--- src/rtl/asc_defines.svh ---
// Offsets, field positions, reset values and timing counts of the sequencer
// Assumes inclusion by bare name from the design module and the bench
`ifndef ASC_DEFINES_SVH
`define ASC_DEFINES_SVH
// Register byte addresses (index times four)
`define ASC_IDX_STATUS     8'h06
`define ASC_IDX_BOUNDS     8'h01
`define ASC_IDX_CONTROL    8'h08
`define ASC_IDX_PORT       8'h09
`define ASC_ADDR_STATUS    12'h018
`define ASC_ADDR_BOUNDS    12'h004
`define ASC_ADDR_CONTROL   12'h020
`define ASC_ADDR_PORT      12'h024
// Control register fields
`define ASC_CTL_INT_LSB    10
`define ASC_CTL_DIV_LSB    8
`define ASC_CTL_IREF_BIT   7
`define ASC_CTL_CONT_BIT   6
`define ASC_CTL_IE_BIT     5
`define ASC_CTL_PMO_BIT    4
`define ASC_CTL_MASK       16'h0fff
// Status register fields
`define ASC_ST_LAST_LSB    8
`define ASC_ST_REF_READY_BIT   7
`define ASC_ST_START_BIT   6
`define ASC_ST_FLAG_BIT    5
`define ASC_ST_CFGSEL_BIT  4
// Setup entry fields
`define ASC_CFG_REF_BIT    6
`define ASC_CFG_ACQ_BIT    5
`define ASC_CFG_ALGN_BIT   4
`define ASC_CFG_MASK       16'h007f
`define ASC_BOUNDS_MASK    16'h0f77
// Timing counts in converter clocks, flag intervals in samples, register reset value
`define ASC_CONV_CLKS      5'd16
`define ASC_PWRUP_CLKS     5'd20
`define ASC_INT_N12        5'd12
`define ASC_INT_N16        5'd16
`define ASC_RESET_VAL      16'h0000
`endif

--- src/rtl/asc_pkg.sv ---
// Types for the converter sequencer
// Assumes no other package
package asc_pkg;
    typedef enum logic [2:0] {
        ST_IDLE,
        ST_PWRUP,
        ST_ACQ,
        ST_CONV,
        ST_NEXT
    } asc_state_t;
    typedef logic [15:0] asc_word_t;
endpackage

--- src/rtl/asc_seq.sv ---
// Converter sequencer: APB registers, divider, sequence engine, sample ring
// Assumes a synchronous single-clock system and an analog core that returns a
// 12-bit result by the end of each sixteen-clock conversion
`timescale 1ns/1ps
`include "asc_defines.svh"

// Overview of operation
// - Interval field sets flag per sample, single-mode sequence end, every 12 or 16 samples
// - Converter clock is system clock divided by 1, 2, 4 or 8
// - Each conversion takes exactly sixteen converter clocks
// - Internal reference off: select bit picks supply or external reference
// - Internal reference on and ready: select bit picks supply or internal
// - Single mode runs one sequence, clears start, powers down unless override
// - Continuous mode restarts sequence until software clears start
// - Interrupt request raised while flag set and enable set
// - Without override, power up at start adds 20 clocks; down at end
// - With override, converter stays powered once up
// - Extended acquisition lasts sixteen times count plus one converter clocks
// - Indirect port acts on entry chosen by five-bit selector
// - Sample buffer accessible by software at any time
// - Samples stored from storage start index, incrementing each sample
// - Status shows index of buffer entry last written by the converter
// - Sample aligned left or right per setup entry bit
// - Sample persists until overwritten by software or converter
// - Clearing start stops after conversion, or at once during acquisition
// - Starting a sequence clears the flag; software may clear it too
// - Control fields ignore writes while start is set
// - Port access increments four-bit selector, wrapping, select bit kept
module asc_seq (
    input  wire logic             CLK,
    input  wire logic             RST,
    input  wire logic             PSEL,
    input  wire logic             PENABLE,
    input  wire logic             PWRITE,
    input  wire logic [11:0]      PADDR,
    input  wire logic [31:0]      PWDATA,
    output logic      [31:0]      PRDATA,
    output logic                  PREADY,
    output logic                  PSLVERR,
    input  wire logic             REF_READY,
    input  wire logic [11:0]      CONV_RESULT,
    output logic                  CONV_POWER,
    output logic                  CONV_CLK_EN,
    output logic                  CONV_SAMPLE,
    output logic [3:0]            CONV_CHANNEL,
    output logic [1:0]            CONV_REF,
    output logic                  IRQ
);
    import asc_pkg::*;

    // ----------------------------------------------------------------
    // Registers
    // ----------------------------------------------------------------
    asc_word_t   ctl_q;
    asc_word_t   bnd_q;
    logic        start_q;
    logic        flag_q;
    logic [4:0]  sel_q;
    logic [3:0]  last_q;
    logic [3:0]  widx_q;
    logic [2:0]  cidx_q;
    asc_state_t  state_q;
    logic [7:0]  cnt_q;
    logic [2:0]  div_q;
    logic [4:0]  nsmp_q;
    logic        pwr_q;
    asc_word_t   buf_q [16];
    logic [6:0]  cfg_q [8];

    // Decoding helpers
    function automatic logic hit(input logic [11:0] a, input logic [11:0] b);
        return a == b;
    endfunction

    // ----------------------------------------------------------------
    // Bus decode
    // ----------------------------------------------------------------
    // Access-phase strobes for each register
    wire acc     = PSEL && PENABLE && !PREADY;
    wire wr      = acc && PWRITE;
    wire rd      = acc && !PWRITE;
    wire hit_st  = hit(PADDR, `ASC_ADDR_STATUS);
    wire hit_bd  = hit(PADDR, `ASC_ADDR_BOUNDS);
    wire hit_ct  = hit(PADDR, `ASC_ADDR_CONTROL);
    wire hit_pt  = hit(PADDR, `ASC_ADDR_PORT);
    wire mapped  = hit_st || hit_bd || hit_ct || hit_pt;
    wire wr_st   = wr && hit_st;
    wire wr_lock = wr && !start_q;
    wire port_ac = acc && hit_pt;

    // Field views
    wire [1:0] f_int  = ctl_q[`ASC_CTL_INT_LSB +: 2];
    wire [1:0] f_div  = ctl_q[`ASC_CTL_DIV_LSB +: 2];
    wire       f_iref = ctl_q[`ASC_CTL_IREF_BIT];
    wire       f_cont = ctl_q[`ASC_CTL_CONT_BIT];
    wire       f_ie   = ctl_q[`ASC_CTL_IE_BIT];
    wire       f_pmo  = ctl_q[`ASC_CTL_PMO_BIT];
    wire [3:0] f_acq  = ctl_q[3:0];
    wire [3:0] f_sto  = bnd_q[11:8];
    wire [2:0] f_sst  = bnd_q[6:4];
    wire [2:0] f_send = bnd_q[2:0];
    wire [6:0] cur    = cfg_q[cidx_q];

    // Status word and port read mux
    wire asc_word_t st_word = {4'h0, last_q, REF_READY && f_iref, start_q, flag_q, sel_q};
    wire asc_word_t port_rd = sel_q[4] ? {9'h000, cfg_q[sel_q[2:0]]} : buf_q[sel_q[3:0]];
    wire asc_word_t rd_word = hit_st ? st_word :
                              hit_bd ? bnd_q :
                              hit_ct ? (ctl_q & `ASC_CTL_MASK) : port_rd;

    // ----------------------------------------------------------------
    // Converter clock divider
    // ----------------------------------------------------------------
    // Tick once per converter clock: every 1, 2, 4 or 8 system clocks
    wire [2:0] div_max = 3'((4'h1 << f_div) - 4'h1);
    wire       tick    = (div_q >= div_max);

    // ----------------------------------------------------------------
    // Sequence engine
    // ----------------------------------------------------------------
    wire [7:0] acq_len   = 8'({f_acq, 4'h0} + 8'h10);
    wire       last_cfg  = (cidx_q == f_send);
    wire       start_set = wr_st && PWDATA[`ASC_ST_START_BIT] && !start_q;
    wire       conv_done = (state_q == ST_CONV) && tick && (cnt_q == 8'(`ASC_CONV_CLKS - 5'd1));
    wire       seq_end   = conv_done && last_cfg;
    wire       auto_stop = seq_end && !f_cont;
    wire [4:0] nsmp_inc  = nsmp_q + 5'd1;
    wire [4:0] n_thresh  = f_int[0] ? `ASC_INT_N16 : `ASC_INT_N12;
    // Flag condition per interval code
    wire       flag_evt  = conv_done && ((f_int == 2'b00) ||
                           (f_int == 2'b01 && auto_stop) ||
                           (f_int[1] && nsmp_inc == n_thresh));
    wire asc_word_t sample = cur[`ASC_CFG_ALGN_BIT] ? {CONV_RESULT, 4'h0} :
                             {{4{cur[3] & CONV_RESULT[11]}}, CONV_RESULT};

    // Next state of the engine
    asc_state_t state_d;
    always_comb begin
        state_d = state_q;
        case (state_q)
            ST_IDLE:  if (start_q) state_d = pwr_q ? ST_ACQ : ST_PWRUP;
            ST_PWRUP: if (!start_q) state_d = ST_IDLE;
                      else if (tick && cnt_q == 8'(`ASC_PWRUP_CLKS - 5'd1)) state_d = ST_ACQ;
            ST_ACQ:   if (!start_q) state_d = ST_IDLE;
                      else if (!cur[`ASC_CFG_ACQ_BIT] || (tick && cnt_q == acq_len - 8'h01))
                          state_d = ST_CONV;
            ST_CONV:  if (conv_done) state_d = ST_NEXT;
            ST_NEXT:  if (!start_q) state_d = ST_IDLE;
                      else state_d = ST_ACQ;
            default:  state_d = ST_IDLE;
        endcase
    end

    // Engine registers
    always_ff @(posedge CLK) begin
        if (RST) begin
            state_q <= ST_IDLE;
            cnt_q   <= 8'h00;
            div_q   <= 3'h0;
            cidx_q  <= 3'h0;
        end else begin
            state_q <= state_d;
            div_q   <= (tick || state_q == ST_IDLE) ? 3'h0 : div_q + 3'h1;
            cnt_q   <= (state_d != state_q) ? 8'h00 : (tick ? cnt_q + 8'h01 : cnt_q);
            if (state_q == ST_IDLE) cidx_q <= f_sst;
            else if (conv_done) cidx_q <= last_cfg ? f_sst : cidx_q + 3'h1;
        end
    end

    // Power control: up when power-up completes, held by override
    always_ff @(posedge CLK) begin
        if (RST) pwr_q <= 1'b0;
        else if (state_q == ST_PWRUP && state_d == ST_ACQ) pwr_q <= 1'b1;
        else if (state_q != ST_IDLE && state_d == ST_IDLE && !f_pmo) pwr_q <= 1'b0;
        else if (state_q == ST_IDLE && !start_q && !f_pmo) pwr_q <= 1'b0;
    end

    // ----------------------------------------------------------------
    // Software registers
    // ----------------------------------------------------------------
    // Control, bounds, start, flag and selector
    always_ff @(posedge CLK) begin
        if (RST) begin
            ctl_q   <= `ASC_RESET_VAL;
            bnd_q   <= `ASC_RESET_VAL;
            start_q <= 1'b0;
            flag_q  <= 1'b0;
            sel_q   <= 5'h00;
            nsmp_q  <= 5'h00;
        end else begin
            if (wr_lock && hit_ct) ctl_q <= PWDATA[15:0] & `ASC_CTL_MASK;
            if (wr_lock && hit_bd) bnd_q <= PWDATA[15:0] & `ASC_BOUNDS_MASK;
            if (auto_stop) start_q <= 1'b0;
            else if (wr_st) start_q <= PWDATA[`ASC_ST_START_BIT];
            if (flag_evt) flag_q <= 1'b1;
            else if (start_set) flag_q <= 1'b0;
            else if (wr_st && !PWDATA[`ASC_ST_FLAG_BIT]) flag_q <= 1'b0;
            if (start_set) nsmp_q <= 5'h00;
            else if (conv_done) nsmp_q <= (nsmp_inc == n_thresh) ? 5'h00 : nsmp_inc;
            if (wr_st) sel_q <= PWDATA[4:0];
            else if (port_ac) sel_q <= {sel_q[4], sel_q[3:0] + 4'h1};
        end
    end

    // Sample ring and setup entries; converter write wins over software
    always_ff @(posedge CLK) begin
        if (RST) begin
            widx_q <= 4'h0;
            last_q <= 4'h0;
        end else begin
            if (state_q == ST_IDLE) widx_q <= f_sto;
            else if (conv_done) widx_q <= widx_q + 4'h1;
            if (conv_done) last_q <= widx_q;
        end
    end

    genvar gi;
    generate
        for (gi = 0; gi < 16; gi++) begin : g_buf
            always_ff @(posedge CLK) begin
                if (RST) buf_q[gi] <= `ASC_RESET_VAL;
                else if (conv_done && widx_q == 4'(gi)) buf_q[gi] <= sample;
                else if (wr && hit_pt && !sel_q[4] && sel_q[3:0] == 4'(gi))
                    buf_q[gi] <= PWDATA[15:0];
            end
        end
        for (gi = 0; gi < 8; gi++) begin : g_cfg
            always_ff @(posedge CLK) begin
                if (RST) cfg_q[gi] <= 7'h00;
                else if (wr_lock && hit_pt && sel_q[4] && sel_q[2:0] == 3'(gi))
                    cfg_q[gi] <= PWDATA[6:0];
            end
        end
    endgenerate

    // ----------------------------------------------------------------
    // Outputs, all registered
    // ----------------------------------------------------------------
    always_ff @(posedge CLK) begin
        if (RST) begin
            PRDATA       <= 32'h0000_0000;
            PREADY       <= 1'b0;
            PSLVERR      <= 1'b0;
            CONV_POWER   <= 1'b0;
            CONV_CLK_EN  <= 1'b0;
            CONV_SAMPLE  <= 1'b0;
            CONV_CHANNEL <= 4'h0;
            CONV_REF     <= 2'b00;
            IRQ          <= 1'b0;
        end else begin
            PREADY       <= acc;
            PSLVERR      <= acc && !mapped;
            PRDATA       <= (rd && mapped) ? {16'h0000, rd_word} : 32'h0000_0000;
            CONV_POWER   <= pwr_q || (state_q == ST_PWRUP);
            CONV_CLK_EN  <= tick && state_q != ST_IDLE;
            CONV_SAMPLE  <= state_q == ST_ACQ;
            CONV_CHANNEL <= cur[3:0];
            // 00 supply, 01 external, 10 internal
            CONV_REF     <= !cur[`ASC_CFG_REF_BIT] ? 2'b00 :
                            (f_iref ? 2'b10 : 2'b01);
            IRQ          <= flag_q && f_ie;
        end
    end
endmodule

--- config.mk ---
export PLATFORM = sky130hd
export DESIGN_NAME = asc_seq
export DESIGN_NICKNAME = d
export VERILOG_FILES = /design/src/rtl/asc_pkg.sv /design/src/rtl/asc_seq.sv
export VERILOG_INCLUDE_DIRS = /design/src /design/src/rtl
export SDC_FILE = /design/constraint.sdc
export NUM_CORES = 1
export LEC_CHECK = 0
export BUFFER_PORTS_ARGS = -buffer_cell sky130_fd_sc_hd__clkbuf_2
export CAP_MARGIN = 0
export CORE_MARGIN = 8
export CORE_UTILIZATION = 35
export CTS_BUF_LIST = sky130_fd_sc_hd__clkbuf_8
export CTS_CLUSTER_DIAMETER = 30
export DETAILED_ROUTE_END_ITERATION = 12
export HOLD_SLACK_MARGIN = 0.12
export SYNTH_ARGS = -nofsm -noshare
export SYNTH_HDL_FRONTEND = slang
export SYNTH_SLANG_ARGS = --single-unit
--- constraint.sdc ---
create_clock -name CLK -period 4.02 [get_ports CLK]
set_clock_uncertainty 0.2 [all_clocks]
set_input_delay 0.603 -clock CLK [delete_from_list [all_inputs] [get_ports CLK]]
set_output_delay 0.603 -clock CLK [all_outputs]
set_load 0.02 [all_outputs]
==> results.rst <==
.. list-table::
   :header-rows: 1

   * - Metric
     - Value
   * - H-tree depth reported by CTS
     - 3
   * - Path depth of the worst reg2reg path
     - 8
   * - Fraction of final layout cells with drive strength greater than 1
     - 25.0%
   * - Area of the mapped netlist
     - 20900 um^2
   * - Number of library cell types mapped by synthesis
     - 76
   * - Cell with the most instances after synthesis
     - edfxtp_1
   * - Max-cap violation count
     - 0
   * - Final Instance Area
     - 24200 um^2
   * - Area Overhead vs Synth
     - 15.6%
   * - Highest fanout seen on the critical path
     - 16
   * - Remaining design rule violation count
     - 0
   * - CP peak stage delay
     - 1.16 ns
   * - Post-synth top area share
     - 44.8%
   * - Reported net switching power
     - 0.00237 W
   * - Max-slew violation total from the final report
     - 0
   * - Violation count after the first detailed-route iteration
     - 1548
   * - Avg Synthesized Cell Area
     - 12.8 um^2
   * - Main synth FF type
     - edfxtp_1
   * - Final critical-path share of the clock period
     - 88.1%
   * - Vias in the first global route
     - 15599
   * - Seq pwr share
     - 47.4%
   * - Full die area
     - 67900 um^2
   * - Source of the worst register-to-register timing path
     - ctl_q[9]
   * - Number of enable-type register cells in the synthesized netlist
     - 312
   * - Share of total power in combinational logic
     - 4.8%
   * - Wire length of the first global-routing pass
     - 101 mm
   * - Fraction of registers with async set/reset
     - 0%
   * - Seq cells post-synth
     - 407
   * - Initial core utilization
     - 35.5%
   * - Post-route setup TNS
     - 0 ns
   * - Power density normalized to cell area
     - 407 nW/um^2
   * - Highest clock rate
     - 0.282 GHz
   * - Clock Tree Root
     - clkbuf_8
   * - Capture point of the critical path
     - buf_q[15][12]
   * - Post-CTS setup buffer count
     - 0
   * - Fraction of power spent switching nets
     - 24.1%
   * - VDD IR-drop max
     - 0.276 mV
   * - # nets final
     - 1823
   * - Final setup fails
     - 0
   * - Clock share of power
     - 47.8%
   * - Area of the placeable core
     - 59000 um^2
   * - Total cell area at the placement stage
     - 22300 um^2
   * - Detailed-route wire length per cell
     - 26.0 um
   * - Minimum clock period
     - 3.54 ns
   * - Result of the run
     - finished, final reports clean
   * - Worst EP arrival
     - 3.86 ns
   * - Die extent in y
     - 260 um
   * - GRT overflow
     - 0
   * - Maximum number of pins on one net before global-route repair
     - 36
   * - Dpl hpwl
     - 44.5 mm
   * - Warnings from Yosys
     - 0
   * - Resized Gates After CTS
     - 0
   * - DR vias
     - 15395
   * - Boundary Pins
     - 106
   * - Ranking of synthesized cells by area
     - edfxtp_1 45%, mux4_2 10%, dfxtp_1 9.1%
   * - Critical path endpoint category
     - flip-flop
   * - Crit-path slowest cell
     - a2111oi_4
   * - Vias per cell
     - 5.94
   * - Proportion of synthesized chip area in sequential cells
     - 53.9%
   * - Final weighted congestion of routability-driven global placement
     - 0.909
   * - Worst relative slew slack
     - 17.4%
   * - Clock insertion delay at the later pin of the skew report
     - 0.67 ns
   * - Cell taking the most area after synthesis
     - edfxtp_1
   * - Hold Violations, Final
     - 0
   * - Setup slack of the most critical reg-to-reg path
     - 0.48 ns
   * - First element of the critical path
     - ctl_q[9]
   * - Slew at the pin closest to its max-slew limit
     - 1.24 ns
   * - Clock Pin Slew Worst Setup and Hold Paths
     - 0.05 ns
   * - Die W
     - 260 um
   * - Longest Clk Path Bufs
     - 3
   * - Number of cell rows
     - 89
   * - RSZ-0062 raised after global routing
     - false
   * - Static Leakage
     - 8.40 nW
   * - I/O Buffers
     - 73
   * - Mapped Cells
     - 1639
   * - All-Layer GR Usage
     - 19.6%
   * - # clock sinks
     - 407
   * - Worst setup path category
     - reg2reg
   * - Post-synth top cells
     - 312 x edfxtp_1, 151 x a22o_1, 124 x nand2_1, 96 x mux4_2, 95 x dfxtp_1
   * - Total wire length after detailed routing
     - 67.4 mm
   * - Int Pwr
     - 0.00748 W
   * - Crit Reg-Reg Endpoint
     - buf_q[15][12]
   * - Tightest Hold Check Type
     - in2reg
   * - Antenna violations before repair
     - 4
   * - Series of cell instances along the critical path
     - or2_2 > ha_1 > nor2b_1 > o21ai_1 > and3_1 > and2_1 > a2111oi_4 > a22o_1
   * - CTS Buf Count
     - 89
   * - ANT nets after route
     - 0
   * - Startpoint kind of the worst setup timing path
     - flip-flop
   * - Total power of the final layout
     - 0.00985 W
   * - Required time reported for the critical path endpoint
     - 4.34 ns
   * - Clock tree from TritonCTS
     - built
   * - Number of detailed-routing iterations run before antenna repair
     - 6
   * - Worst min-delay path startpoint
     - CONV_RESULT[9]
-- cell type report --
class	count	area, um^2
timing repair buffer	168	1110
tap	773	967
multi-input combinational	1060	8890
fill	5514	34800
clock buffer	102	1400
antenna	1	2.50
inverter	17	63.8
clock inverter	64	469
sequential	407	11300
-- per-stage QoR --
step                util [%]  std cells  hold WS (ns)  worst slack [ns]
CTS                     41.0       2591         0.130             0.527
detailed placement      37.8       2424         0.243             0.546
global route            41.0       2592         0.150             0.366
global placement        37.8       2424         0.234             0.575
finish                  41.0       2592         0.175             0.479
floorplan                  -       1654         0.217             0.966
-- power groups by stage --
stage                     registers (W)  clock network, W  logic, W
after floorplan                 0.00474                 0  0.000279
after global placement          0.00475                 0  0.000458
after detailed placement        0.00476                 0  0.000463
after CTS                       0.00467           0.00478  0.000466
after global routing            0.00468           0.00499  0.000496
final                           0.00467           0.00471  0.000475
-- worst max-delay path: cells and delay by family (launching register included) --
kind                       cells  cell delay [ns]
DFF                            1             0.35
and+or+nand+nor                4             0.99
AOI/OAI and AO/OA              3             1.56
adders and majority gates      1             0.28
-- state kept, by name (all words and copies together) (netlist names), 2 cells and up, named ones only --
register and count:
PRDATA 16, state_q 3, ctl_q 12, nsmp_q 5, bnd_q 10, div_q 3
cnt_q 8, sel_q 5, last_q 4, widx_q 4, CONV_REF 2, buf_q 256
CONV_CHANNEL 4, cidx_q 3, cfg_q 56
-- routing by layer --
metal / global-route usage, % / up-vias / share of wire (%)
met5: 0 / - / 0
met4: 7.71 / 0 / 3.7
met3: 4.57 / 161 / 9.3
met2: 29.7 / 830 / 45
met1: 27.0 / 7765 / 42
li1: - / 6639 / -
-- cell usage in the layout (no fill, tap or decap), drive strengths merged, types with 10 or more instances in the layout --
master / Yosys / routed
ha: 18 / 18
nor2: 90 / 90
clkinv: 1 / 40
inv: 16 / 28
nor3: 27 / 27
nand3: 24 / 24
conb: 1 / 16
xnor2: 10 / 10
nor2b: 19 / 19
and3: 11 / 11
buf: 80 / 95
dfxtp: 95 / 95
edfxtp: 312 / 312
clkbuf: 90 / 174
a211oi: 35 / 35
and2: 62 / 62
mux4: 96 / 96
xor2: 11 / 11
nand2b: 22 / 22
nor4: 28 / 28
nand2: 125 / 125
a22o: 151 / 151
o21ai: 14 / 14
mux2i: 32 / 32
a21oi: 67 / 67
o2bb2ai: 90 / 90
-- logic make-up (layout without fill, tap and decap cells) --
group                      Yosys count  in the layout  share of synthesized area [%]
and+or+nand+nor                    456            456                           12.0
AOI/OAI and AO/OA                  415            415                           16.0
DFF                                407            407                           53.9
buffers and inverters              187            351                           3.99
muxes                              134            134                           12.2
xor gates and xnor gates            21             21                          0.879
adders and majority gates           18             18                           1.08
other                                1             17                         0.0179
-- worst min-delay path by stage --
stage | end | slack [ns] | cells after the start
floorplan | div_q[0] | 0.22 | 1
global placement | div_q[0] | 0.23 | 1
detailed placement | div_q[0] | 0.24 | 1
CTS | buf_q[8][13] | 0.13 | 3
global route | buf_q[8][13] | 0.15 | 3
finish | buf_q[8][13] | 0.17 | 3
-- timing repair --
item                                    CTS  global route
endpoints found under the setup margin    0             0
hold endpoints to repair                 12             0
hold buffers                              1             0
Power figures use the tool's default switching activity.
